==> src/rtl/afc_pkg.sv <==
// afc_pkg: constants, field layout and types of the automatic rx flow control block.
// assumes a single 200 MHz clock and an apb slave at byte addresses.
package afc_pkg;

	// register map (byte addresses)
	localparam logic [7:0]  AFC_CONFIG_OFF   = 8'h0ac;
	localparam logic [7:0]  AFC_STAT_OFF     = 8'h0b4;
	localparam logic [31:0] AFC_CONFIG_RST   = 32'h0000_0000;
	localparam logic [31:0] AFC_CONFIG_WMASK = 32'h00ff_ffff;

	// config fields
	localparam int AFC_HIGH_MSB  = 23;
	localparam int AFC_HIGH_LSB  = 16;
	localparam int AFC_LOW_MSB   = 15;
	localparam int AFC_LOW_LSB   = 8;
	localparam int AFC_DUR_MSB   = 7;
	localparam int AFC_DUR_LSB   = 4;
	localparam int AFC_MCAST_BIT = 3;
	localparam int AFC_BCAST_BIT = 2;
	localparam int AFC_OWN_BIT   = 1;
	localparam int AFC_ANY_BIT   = 0;
	localparam int AFC_SEL_MSB   = 3;

	// status fields
	localparam int AFC_ST_PAUSED_BIT = 0;
	localparam int AFC_ST_REQ_BIT    = 1;
	localparam int AFC_ST_JAM_BIT    = 2;
	localparam int AFC_ST_HI_BIT     = 3;

	// fifo fill in bytes; watermarks count 64-byte units
	localparam int AFC_FIFO_W   = 15;
	localparam int AFC_UNIT_LSB = 6;
	localparam int AFC_PT_W     = 16;

	// timing
	localparam int AFC_CLK_MHZ       = 200;
	localparam int AFC_TICK_NS       = 100;
	localparam int AFC_TICK_CYC      = (AFC_TICK_NS * AFC_CLK_MHZ + 999) / 1000;
	localparam int AFC_TICK_W        = 5;
	localparam int AFC_DUR_W         = 13;
	localparam int AFC_DUR_SHORT_NS  = 5000;
	localparam int AFC_DUR_C3_NS     = 25000;
	localparam int AFC_DUR_LONG_NS   = 50000;
	localparam int AFC_SLOW_EXTRA_NS = 2200;
	localparam int AFC_CODE_C3       = 3;

	typedef enum logic [3:0] {
		AFC_IDLE        = 4'b0001,
		AFC_SEND_PAUSE  = 4'b0010,
		AFC_PAUSED      = 4'b0100,
		AFC_SEND_RESUME = 4'b1000
	} afc_state_t;

	typedef struct packed {
		afc_state_t            st;
		logic [31:0]           cfg;
		logic                  pready;
		logic                  pslverr;
		logic [31:0]           prdata;
		logic                  pause_req;
		logic                  pause_zero;
		logic [AFC_PT_W-1:0]   pause_time;
		logic                  jam;
		logic                  jam_start;
	} afc_regs_t;

	typedef struct packed {
		logic                  busy;
		logic [AFC_DUR_W-1:0]  remain;
		logic [AFC_TICK_W-1:0] tick;
	} afc_tmr_t;

	// jam length in 100 ns ticks; 10 Mb/s adds a fixed extra
	function automatic logic [AFC_DUR_W-1:0] afc_dur_ticks(input logic [3:0] code,
		input logic slow);
		int ns;
		if (int'(code) < AFC_CODE_C3)
			ns = (int'(code) + 1) * AFC_DUR_SHORT_NS;
		else if (int'(code) == AFC_CODE_C3)
			ns = AFC_DUR_C3_NS;
		else
			ns = (int'(code) - AFC_CODE_C3) * AFC_DUR_LONG_NS;
		if (slow)
			ns = ns + AFC_SLOW_EXTRA_NS;
		return AFC_DUR_W'(ns / AFC_TICK_NS);
	endfunction

endpackage

==> src/rtl/afc_jam_if.sv <==
// afc_jam_if: start request and busy level between the flow controller and its jam timer.
// assumes both ends on the same clock.
`timescale 1ns/10ps
interface afc_jam_if;
	logic       start;
	logic [3:0] code;
	logic       slow;
	logic       busy;
	modport timer (input start, input code, input slow, output busy);
	modport ctrl  (output start, output code, output slow, input busy);
endinterface

==> src/rtl/afc_jam_timer.sv <==
// afc_jam_timer: times one backpressure period from a duration code.
// assumes start is a one-cycle pulse that arrives only while busy is low.
`timescale 1ns/10ps
module afc_jam_timer
	import afc_pkg::*;
(
	input  wire logic  mclk,
	input  wire logic  srst,
	afc_jam_if.timer   jif
);
	afc_tmr_t r;
	afc_tmr_t next_r;

	always_comb
	begin
		next_r = r;
		if (!r.busy && jif.start)
		begin
			next_r.busy   = 1'b1;
			next_r.remain = afc_dur_ticks(jif.code, jif.slow);
			next_r.tick   = '0;
		end
		else if (r.busy)
		begin
			if (r.tick == AFC_TICK_W'(AFC_TICK_CYC - 1))
			begin
				next_r.tick   = '0;
				next_r.remain = r.remain - 1'b1;
				if (r.remain == AFC_DUR_W'(1))
					next_r.busy = 1'b0;
			end
			else
				next_r.tick = r.tick + 1'b1;
		end
	end

	always_ff @(posedge mclk)
	begin
		if (srst)
			r <= '0;
		else
			r <= next_r;
	end

	assign jif.busy = r.busy;

	// helper: busy cycles against the expected length
	int unsigned cyc;
	int unsigned exp_cyc;
	always_ff @(posedge mclk)
	begin
		if (srst || (!r.busy && jif.start))
			cyc <= 0;
		else if (r.busy)
			cyc <= cyc + 1;
		if (!r.busy && jif.start)
			exp_cyc <= int'(afc_dur_ticks(jif.code, jif.slow)) * AFC_TICK_CYC;
	end

	property p_jam_len;
		@(posedge mclk) disable iff (srst)
		$fell(r.busy) |-> cyc == exp_cyc;
	endproperty
	a_jam_len: assert property (p_jam_len) else $error("jam period length wrong");

	property p_code0_fast;
		@(posedge mclk) disable iff (srst)
		(!r.busy && jif.start && jif.code == 4'h0 && !jif.slow) |=> r.remain == AFC_DUR_W'(50);
	endproperty
	a_code0_fast: assert property (p_code0_fast) else $error("code 0 load wrong");
endmodule

==> src/rtl/afc_top.sv <==
// afc_top: automatic receive flow control with its apb configuration register.
// assumes mac-side inputs are on mclk; pause_ack pulses once a requested pause frame is sent.
`timescale 1ns/10ps
module afc_top
	import afc_pkg::*;
(
	input  wire logic                  mclk,
	input  wire logic                  srst,
	input  wire logic                  psel,
	input  wire logic                  penable,
	input  wire logic                  pwrite,
	input  wire logic [7:0]            paddr,
	input  wire logic [31:0]           pwdata,
	output logic      [31:0]           prdata,
	output logic                       pready,
	output logic                       pslverr,
	input  wire logic [AFC_FIFO_W-1:0] rx_fifo_bytes,
	input  wire logic                  full_duplex,
	input  wire logic                  speed_100,
	input  wire logic                  tx_enabled,
	input  wire logic                  rx_preamble,
	input  wire logic                  rx_addr_valid,
	input  wire logic                  rx_is_mcast,
	input  wire logic                  rx_is_bcast,
	input  wire logic                  rx_is_own,
	input  wire logic [AFC_PT_W-1:0]   pause_time_value,
	input  wire logic                  pause_ack,
	output logic                       pause_req,
	output logic [AFC_PT_W-1:0]        pause_time,
	output logic                       jam
);
	afc_regs_t r;
	afc_regs_t next_r;
	afc_jam_if jif ();

	afc_jam_timer u_timer (
		.mclk (mclk),
		.srst (srst),
		.jif  (jif)
	);

	logic [AFC_FIFO_W-AFC_UNIT_LSB-1:0] fill_units;
	logic [7:0]                         hi_mark;
	logic [7:0]                         lo_mark;
	logic                               hi_reached;
	logic                               below_lo;
	logic                               auto_en;
	logic                               react_any;
	logic                               fd_ok;
	logic                               hd_ok;
	logic                               sel_match;
	logic                               jam_trig;
	logic                               access;
	logic                               mapped;
	logic                               st_paused;

	always_comb
	begin
		fill_units = rx_fifo_bytes[AFC_FIFO_W-1:AFC_UNIT_LSB];
		hi_mark    = r.cfg[AFC_HIGH_MSB:AFC_HIGH_LSB];
		lo_mark    = r.cfg[AFC_LOW_MSB:AFC_LOW_LSB];
		hi_reached = fill_units >= {1'b0, hi_mark};
		below_lo   = fill_units < {1'b0, lo_mark};
		auto_en    = |r.cfg[AFC_SEL_MSB:AFC_ANY_BIT];
		react_any  = r.cfg[AFC_ANY_BIT];
		fd_ok      = full_duplex && tx_enabled;
		hd_ok      = !full_duplex && tx_enabled;
		sel_match  = (rx_is_mcast && r.cfg[AFC_MCAST_BIT])
			|| (rx_is_bcast && r.cfg[AFC_BCAST_BIT])
			|| (rx_is_own && r.cfg[AFC_OWN_BIT]);
		// any-frame mode does not wait for address decode
		jam_trig   = react_any ? rx_preamble : (rx_addr_valid && sel_match);
		access     = psel && penable && !r.pready;
		mapped     = (paddr == AFC_CONFIG_OFF) || (paddr == AFC_STAT_OFF);
		st_paused  = r.st == AFC_PAUSED;
	end

	always_comb
	begin
		next_r = r;

		// apb slave: answers one cycle after the access phase begins
		next_r.pready  = access;
		next_r.pslverr = access && !mapped;
		if (access && pwrite && paddr == AFC_CONFIG_OFF)
			next_r.cfg = pwdata & AFC_CONFIG_WMASK;
		if (access && !pwrite)
		begin
			if (paddr == AFC_CONFIG_OFF)
				next_r.prdata = r.cfg;
			else if (paddr == AFC_STAT_OFF)
			begin
				next_r.prdata = '0;
				next_r.prdata[AFC_ST_PAUSED_BIT] = (r.st == AFC_PAUSED)
					|| (r.st == AFC_SEND_RESUME);
				next_r.prdata[AFC_ST_REQ_BIT]    = r.pause_req;
				next_r.prdata[AFC_ST_JAM_BIT]    = r.jam;
				next_r.prdata[AFC_ST_HI_BIT]     = hi_reached;
			end
			else
				next_r.prdata = '0;
		end

		// pause frame sequencing; paused state is the sent-pause flag
		case (r.st)
			AFC_IDLE:
			begin
				if (fd_ok && react_any && hi_reached)
					next_r.st = AFC_SEND_PAUSE;
			end
			AFC_SEND_PAUSE:
			begin
				if (!tx_enabled)
					next_r.st = AFC_IDLE;
				else if (pause_ack && r.pause_req)
					next_r.st = AFC_PAUSED;
			end
			AFC_PAUSED:
			begin
				if (tx_enabled && auto_en && below_lo)
					next_r.st = AFC_SEND_RESUME;
			end
			AFC_SEND_RESUME:
			begin
				if (!tx_enabled)
					next_r.st = AFC_PAUSED;
				else if (pause_ack && r.pause_req)
					next_r.st = AFC_IDLE;
			end
			default:
				next_r.st = AFC_IDLE;
		endcase
		next_r.pause_req  = (next_r.st == AFC_SEND_PAUSE) || (next_r.st == AFC_SEND_RESUME);
		next_r.pause_zero = next_r.st == AFC_SEND_RESUME;
		next_r.pause_time = next_r.pause_zero ? '0 : pause_time_value;

		// half duplex backpressure
		next_r.jam_start = hd_ok && hi_reached && jam_trig && !jif.busy
			&& !r.jam_start;
		next_r.jam       = hd_ok && jif.busy;
	end

	always_ff @(posedge mclk)
	begin
		if (srst)
		begin
			r     <= '0;
			r.st  <= AFC_IDLE;
			r.cfg <= AFC_CONFIG_RST;
		end
		else
			r <= next_r;
	end

	// duration is latched by the timer at start; later code writes affect the next jam only
	assign jif.start = r.jam_start;
	assign jif.code  = r.cfg[AFC_DUR_MSB:AFC_DUR_LSB];
	assign jif.slow  = !speed_100;

	assign prdata     = r.prdata;
	assign pready     = r.pready;
	assign pslverr    = r.pslverr;
	assign pause_req  = r.pause_req;
	assign pause_time = r.pause_time;
	assign jam        = r.jam;

	property p_hi_pause;
		@(posedge mclk) disable iff (srst)
		(r.st == AFC_IDLE && fd_ok && react_any && fill_units >= {1'b0, hi_mark})
			|=> pause_req && !r.pause_zero && pause_time == $past(pause_time_value);
	endproperty
	a_hi_pause: assert property (p_hi_pause) else $error("no pause at high mark");

	property p_single_pause;
		@(posedge mclk) disable iff (srst)
		(pause_ack && pause_req && !r.pause_zero) |=> (!pause_req || r.pause_zero)[*2];
	endproperty
	a_single_pause: assert property (p_single_pause) else $error("second pause");

	property p_jam_on;
		@(posedge mclk) disable iff (srst)
		(r.jam_start && hd_ok) ##1 hd_ok |=> jam;
	endproperty
	a_jam_on: assert property (p_jam_on) else $error("jam not asserted");

	property p_resume;
		@(posedge mclk) disable iff (srst)
		(r.st == AFC_PAUSED && tx_enabled && auto_en && below_lo)
			|=> pause_req && r.pause_zero && pause_time == '0;
	endproperty
	a_resume: assert property (p_resume) else $error("no zero pause below low mark");

	property p_zero_after_pause;
		@(posedge mclk) disable iff (srst)
		$rose(r.pause_zero) |-> $past(st_paused) && $past(auto_en);
	endproperty
	a_zero_after_pause: assert property (p_zero_after_pause) else $error("stray zero pause");

	property p_tx_off;
		@(posedge mclk) disable iff (srst)
		!tx_enabled |=> !pause_req && !jam;
	endproperty
	a_tx_off: assert property (p_tx_off) else $error("flow control with tx off");

	property p_mcast;
		@(posedge mclk) disable iff (srst)
		(rx_addr_valid && rx_is_mcast && r.cfg[AFC_MCAST_BIT] && !react_any && hd_ok
			&& hi_reached && !jif.busy && !r.jam_start) |=> r.jam_start;
	endproperty
	a_mcast: assert property (p_mcast) else $error("multicast not jammed");

	property p_bcast;
		@(posedge mclk) disable iff (srst)
		(rx_addr_valid && rx_is_bcast && r.cfg[AFC_BCAST_BIT] && !react_any && hd_ok
			&& hi_reached && !jif.busy && !r.jam_start) |=> r.jam_start;
	endproperty
	a_bcast: assert property (p_bcast) else $error("broadcast not jammed");

	property p_own;
		@(posedge mclk) disable iff (srst)
		(rx_addr_valid && rx_is_own && r.cfg[AFC_OWN_BIT] && !react_any && hd_ok
			&& hi_reached && !jif.busy && !r.jam_start) |=> r.jam_start;
	endproperty
	a_own: assert property (p_own) else $error("own address not jammed");

	property p_any_preamble;
		@(posedge mclk) disable iff (srst)
		(react_any && !rx_preamble) |=> !r.jam_start;
	endproperty
	a_any_preamble: assert property (p_any_preamble) else $error("jam without preamble");

	property p_fd_no_jam;
		@(posedge mclk) disable iff (srst)
		full_duplex |=> !r.jam_start && !jam;
	endproperty
	a_fd_no_jam: assert property (p_fd_no_jam) else $error("jam in full duplex");

	property p_apb_answer;
		@(posedge mclk) disable iff (srst)
		(psel && penable && !pready) |=> pready;
	endproperty
	a_apb_answer: assert property (p_apb_answer) else $error("apb answer late");

	property p_cv_cycle;
		@(posedge mclk) disable iff (srst)
		(pause_req && !r.pause_zero) ##[1:1000] (pause_req && r.pause_zero);
	endproperty
	c_cv_cycle: cover property (p_cv_cycle);

	property p_cv_jam;
		@(posedge mclk) disable iff (srst)
		$rose(jam);
	endproperty
	c_cv_jam: cover property (p_cv_jam);

	property p_cv_cfg_wr;
		@(posedge mclk) disable iff (srst)
		access && pwrite && paddr == AFC_CONFIG_OFF;
	endproperty
	c_cv_cfg_wr: cover property (p_cv_cfg_wr);
endmodule

==> config.mk <==
export PLATFORM = sky130hd
export DESIGN_NAME = afc_top
export DESIGN_NICKNAME = d
export VERILOG_FILES = /design/src/rtl/afc_pkg.sv /design/src/rtl/afc_jam_if.sv /design/src/rtl/afc_jam_timer.sv /design/src/rtl/afc_top.sv
export SDC_FILE = /design/constraint.sdc
export NUM_CORES = 1
export LEC_CHECK = 0
export BUFFER_PORTS_ARGS = -buffer_cell sky130_fd_sc_hd__buf_4
export CORE_ASPECT_RATIO = 0.8
export CORE_UTILIZATION = 55
export CTS_BUF_LIST = sky130_fd_sc_hd__clkbuf_16
export DETAILED_ROUTE_END_ITERATION = 12
export GPL_ROUTABILITY_DRIVEN = 0
export PLACE_DENSITY = 0.75
export SLEW_MARGIN = 20
export SYNTH_ARGS = -nofsm -noshare
export SYNTH_HDL_FRONTEND = slang
export SYNTH_HIERARCHICAL = 1
export SYNTH_SLANG_ARGS = --single-unit
export TNS_END_PERCENT = 50
==> constraint.sdc <==
create_clock -name mclk -period 23.2 [get_ports mclk]
set_input_delay 4.64 -clock mclk [delete_from_list [all_inputs] [get_ports mclk]]
set_output_delay 4.64 -clock mclk [all_outputs]
set_load 0.005 [all_outputs]
== After elaboration in Yosys (flattened, before gate mapping) ==
Index checks and enable logic that the tools add are counted.

* Word-level logic and storage cells: 94
* Input bits: 85
* Output and inout bits: 52
* Register bits: 100

* Divide/modulo/power cells: 1
* Multiplexer cells: 20
* Order comparisons: 3
* Multipliers: 2
* Equality and inequality tests: 11
* Reductions and logical operators: 40
* $add $sub $neg: 5

{| class="wikitable"
|+ Operators by type and width
! cell !! count
|-
| 32-bit 2-to-1 mux || 5
|-
| 19-bit 2-to-1 mux || 2
|-
| 32-bit by 13-bit adder with 32-bit output (second input constant) || 1
|-
| 32-bit by 8-bit divider with 32-bit output (second input constant) || 1
|-
| 32-bit by 11-bit multiplier with 29-bit output (second input constant) || 1
|-
| 32-bit by 13-bit multiplier with 28-bit output (second input constant) || 1
|-
| 4-bit 2-to-1 mux || 7
|-
| 24-bit 2-to-1 mux || 1
|-
| 1-bit logical AND || 23
|-
| 8-bit == test (second input constant) || 2
|-
| 4-bit one-hot mux with 4 select lines || 1
|-
| 14-bit 2-to-1 mux || 1
|-
| 13-bit by 1-bit == test with 1-bit output (second input constant) || 1
|-
| 13-bit by 1-bit subtractor with 13-bit output (second input constant) || 1
|-
| 9-bit by 8-bit greater-or-equal comparator with 1-bit output || 1
|-
| 9-bit by 8-bit less-than comparator with 1-bit output || 1
|-
| 4-bit by 2-bit == test with 1-bit output (second input constant) || 2
|-
| 4-bit by 3-bit == test with 1-bit output (second input constant) || 2
|-
| 4-bit == test (second input constant) || 2
|-
| 1-bit zero test || 6
|-
| 4-bit by 1-bit adder with 5-bit output (second input constant) || 1
|-
| 5-bit by 1-bit adder with 5-bit output (second input constant) || 1
|-
| 5-bit == test (second input constant) || 1
|-
| 1-bit logical OR || 5
|-
| 9 further kinds || 12
|}

== Depth between registers and ports, before layout ==
* Word-level depth: 10
* Mapped depth: 70
* Gate-level depth less buffers: 56

== Cells and area by module ==
Netlist, hierarchy kept.

{| class="wikitable"
|+ Modules (own cells, without submodules)
! module !! instances !! cells each !! seq. area each (µm²) !! area each (µm²)
|-
| afc_jam_timer || 1 || 1387 || 380.4 || 9990.8
|-
| afc_top || 1 || 393 || 1461.4 || 3373.2
|}

== Worst setup path after synthesis ==
Ideal clock, no wire load.

* Kind: input to register
* From: input speed_100
* To: register u_timer/r[9] (netlist name)
* Setup slack: 5.288 ns
* Path buffers: 5
* Cell stages on the path: 53
* Setup time: 0.074 ns
* Data arrival time: 17.838 ns
* Required time: 23.126 ns
* Path through: inv_1 > inv_1 > clkbuf_1 > xnor2_1 > inv_1 > ha_1 > o2111ai_1 > a21oi_1 > nand4b_1 > a311o_1 > o31ai_1 > xnor2_1 > and3b_4 > a2111oi_4 > nor2_1 > a31o_1 > mux2_4 > o211a_1 > [17 not listed] > buf_2 > mux2i_2 > a311oi_1 > nand3_1 > xor2_2 > nor4_4 > buf_2 > xnor2_1 > ha_1 > maj3_1 > a21o_1 > nor3b_1 > or4_1 > o211a_1 > and4_1 > buf_6 > or4_1 > a31oi_1

* Cells in the longest elaborated chain, start to end: 4

{| class="wikitable"
|+ Ends and longest elaborated chain
! what !! line !! RTL
|-
| start: declaration || afc_top.sv:19 || <nowiki>input wire logic speed_100,</nowiki>
|-
| 32-bit 2-to-1 mux (2 in a row) || - ||
|-
| 32-bit by 8-bit divider with 32-bit output || afc_pkg.sv:85 || <nowiki>return AFC_DUR_W'(ns / AFC_TICK_NS);</nowiki>
|-
| 19-bit 2-to-1 mux || afc_jam_timer.sv:17 || <nowiki>if (!r.busy && jif.start)</nowiki>
|-
| end signal: assignment || afc_jam_timer.sv:42 || <nowiki>r <= next_r;</nowiki>
|-
| end: declaration || afc_jam_timer.sv:11 || <nowiki>afc_tmr_t r;</nowiki>
|}

Every way passes these cells. The select of a mux whose other input is x is not followed.
A chain may end at the register's enable or synchronous reset.

== Worst setup path in the final report ==
* From: input speed_100
* To: register u_timer/r[14] (netlist name)

Same word-level chain as after synthesis.

==> key figures <==
STA
  • Min Tclk post-route: 20490 ps
  • Setup total negative slack: 0 ps
  • Final hold slack: 468 ps
  • Least-Margin Pin Slew: 989 ps
  • Relative slew margins: 33.9%
  • Endpoints failing hold: 0
  • Worst Clk Skew: 7.02 ps
  • Final setup fails: 0
  • RSZ-0062 raised after global routing: false
  • Fmax: 48.8 MHz
  • Slew Viols, Final: 0
  • Tcrit/Tclk final: 88.3%

Clock tree
  • Sink Count: 92
  • CTS tree: yes
  • Clock tree buffer depth: 2
  • H-tree depth: 3
  • CTS Root Cell: clkbuf_16
  • Number of CTS-inserted buffers: 9
  • Setup Buffers After CTS: 0
  • # hold bufs at CTS: 0
  • Post-CTS sizing: 0
  • Worst-path clk slew: 70 ps
  • Clk_lat worst skew: 360 ps

Cells and area
  • Core Util, Final: 60.7%
  • Proportion of layout cells with a drive suffix above 1: 14.2%
  • ANT cells: 0
  • Synth-to-layout area growth: 7.42%
  • Nets: 1978
  • Post-route cell area: 14400 µm²

Placed design
  • Post-DP Area: 14100 µm²
  • HPWL after DPL: 29100 µm
  • Port bufs: 114

Run status
  • Status: finished clean

Die
  • Initial Utilization: 56.5%
  • DIE WIDTH: 176 µm
  • Full die area: 24900 µm²
  • Core Area: 23600 µm²
  • FP Rows: 50
  • Top Ports: 137
  • Vert. Die Dim: 141 µm

Power
  • Total power: 0.614 mW
  • Leakage: 5.73 nW
  • Peak VDD IR: 0.0347 mV
  • PD cells: 42.8 nW/µm²

Setup path
  • Worst path required time: 23450 ps
  • R2R Setup Slk: 3450 ps
  • Worst r2r src: jif.code[1]
  • Crit path max fanout: 18
  • Crit. End Element: flop
  • Crit start category: input pin
  • Critical path's largest stage delay: 740 ps
  • WP data arrival: 20740 ps
  • Worst reg2reg path depth: 57
  • Most Frequent Cell on Critical Path: a21oi_1
  • Critical path type: in -> reg
  • Reg2Reg Capture Point: u_timer/r[14]
  • Slowest cell on crit path: or3_1

Drt
  • Initial DRC Count: 1254
  • ANT nets after route: 0
  • Routed vias: 13900
  • DRC viols: 0
  • Vias per cell: 6.51
  • Initial DRT Pass Iterations: 5
  • Avg WL per Cell: 17.5 µm
  • WL final: 37200 µm

GRT
  • Vias in the first global route: 12300
  • Initial antenna violation count: 0
  • Largest net degree at the start of global routing: 75
  • Gr ovfl total: 0
  • First-pass GRT wire length: 60800 µm
  • GRT Total Usage: 29.2%

Synth
  • EDFF count, synth: 0
  • Synth Instances: 1780
  • Register area share after synthesis: 13.8%
  • Mapped cell area: 13400 µm²
  • Synth Warn #: 6
  • Synth async-reset ratio: 0%
  • Primary FF master, synth: dfxtp_1
  • Syn Area/Cell: 7.51 µm²
  • Register bit total from synthesis: 92
  • Count of cell types in the netlist: 130

Worst hold path
  • WHS Path Cells: 2
  • Min-Delay Startpoint: hi_mark[1]
  • Min-delay worst type: reg -> reg
  • Min-Delay Endpoint: hi_mark[1]

Run
  • Number of max-cap violations: 0
==> sequential cells by signal (all words and copies together) (netlist names), 4 cells and up <==
signal	count
u_timer/r	18
jif.code	4
lo_mark	8
pause_time	16
hi_mark	8
r	8
prdata	24
==> metal layers <==
layer  share of wire (%)  vias to the layer above  global-route usage [%]
li1                    -                     6725                       -
met1                  47                     6524                    42.3
met2                  44                      564                    45.7
met3                 7.2                       43                    3.24
met4                 1.3                        0                    7.32
met5                   0                        -                       0
==> per-stage QoR <==
step | std cells | worst slack, ps
after floorplan | 1787 | 5290
after global placement | 2111 | 2980
after detailed placement | 2111 | 2790
after CTS | 2127 | 3110
after global routing | 2127 | 1420
final | 2127 | 2710
==> cell usage in the layout, fill, tap and decap left out, types with 10 or more instances in the layout <==
cell type,count
a21o_1,24
a211oi_1,23
or3_1,23
or4_1,12
nor4_1,13
nand4_1,26
o21a_1,13
a21oi_1,122
o211ai_1,23
o21ai_0,59
o22ai_1,31
o21ai_1,13
xor2_1,43
and3_1,23
o211a_1,11
nand3_1,72
o31ai_1,18
xnor2_1,69
mux2i_1,13
nand2_1,182
maj3_1,12
nor2b_1,11
inv_1,54
a31oi_1,22
nor3_1,53
o2111ai_1,11
nand2b_1,21
a211o_1,20
dfxtp_1,92
buf_4,127
a22oi_1,35
fa_1,11
and2_1,39
nor2_1,152
ha_1,72
a211oi_2,10
==> cell families (layout without fill, tap and decap cells) <==
family	count (synthesis)	count (layout)	synth area share [%]
simple gates	711	711	27.8
compound gates	569	569	32.3
buf+inv	170	198	6.61
xor+xnor	116	116	7.91
fa+ha+maj	95	95	9.29
flops	92	92	13.8
mux	26	26	2.30
other cells	1	8	0.0281
==> area by class of cell <==
type	count	area [µm²]
tap	312	390
multi-input combinational	1525	10700
clock inverter	7	73.8
sequential	92	1840
inverter	55	206
fill	2202	9290
timing repair buffer	127	953
clock buffer	9	225
==> worst max-delay path, delay by kind of cell <==
family,cells,cell delay [ps]
fa+ha+maj,3,890
mux,4,1420
compound gates,23,7610
simple gates,13,4290
buf+inv,6,1210
xor+xnor,3,620
==> power breakdown <==
part           internal [mW]  switching [mW]
Combinational          0.116           0.188
Sequential             0.159        0.000456
Clock                 0.0843          0.0659
Total                  0.359           0.255
==> worst max-delay path by stage <==
stage          slack, ps  startpoint  cells after the start            end
2_1_floorplan       5290   speed_100                     53   u_timer/r[9]
3_3_place_gp        2980   speed_100                     52  u_timer/r[14]
3_5_place_dp        2790   speed_100                     52  u_timer/r[14]
4_1_cts             3110   speed_100                     52  u_timer/r[14]
5_1_grt             1420   speed_100                     52  u_timer/r[13]
6_report            2710   speed_100                     52  u_timer/r[14]
==> cells in the mapped netlist (all sizes together), types with 20 or more instances <==
cell type	count	area [µm²]
and3	23	144
a211oi	37	378
nand3	76	408
xnor2	72	664
a211o	20	175
nor3	62	368
a31oi	25	184
buf	78	538
nor2	157	612
or3	24	155
a22oi	36	275
o21ai	73	377
clkbuf	37	139
xor2	44	393
nand4	26	163
a21o	25	189
dfxtp	92	1840
nand2	184	696
a21oi	128	671
o31ai	20	160
o211ai	28	244
and2	39	244
inv	55	206
nand2b	21	131
ha	72	901
o22ai	32	206
No activity file was read; power rests on OpenSTA's default activity.
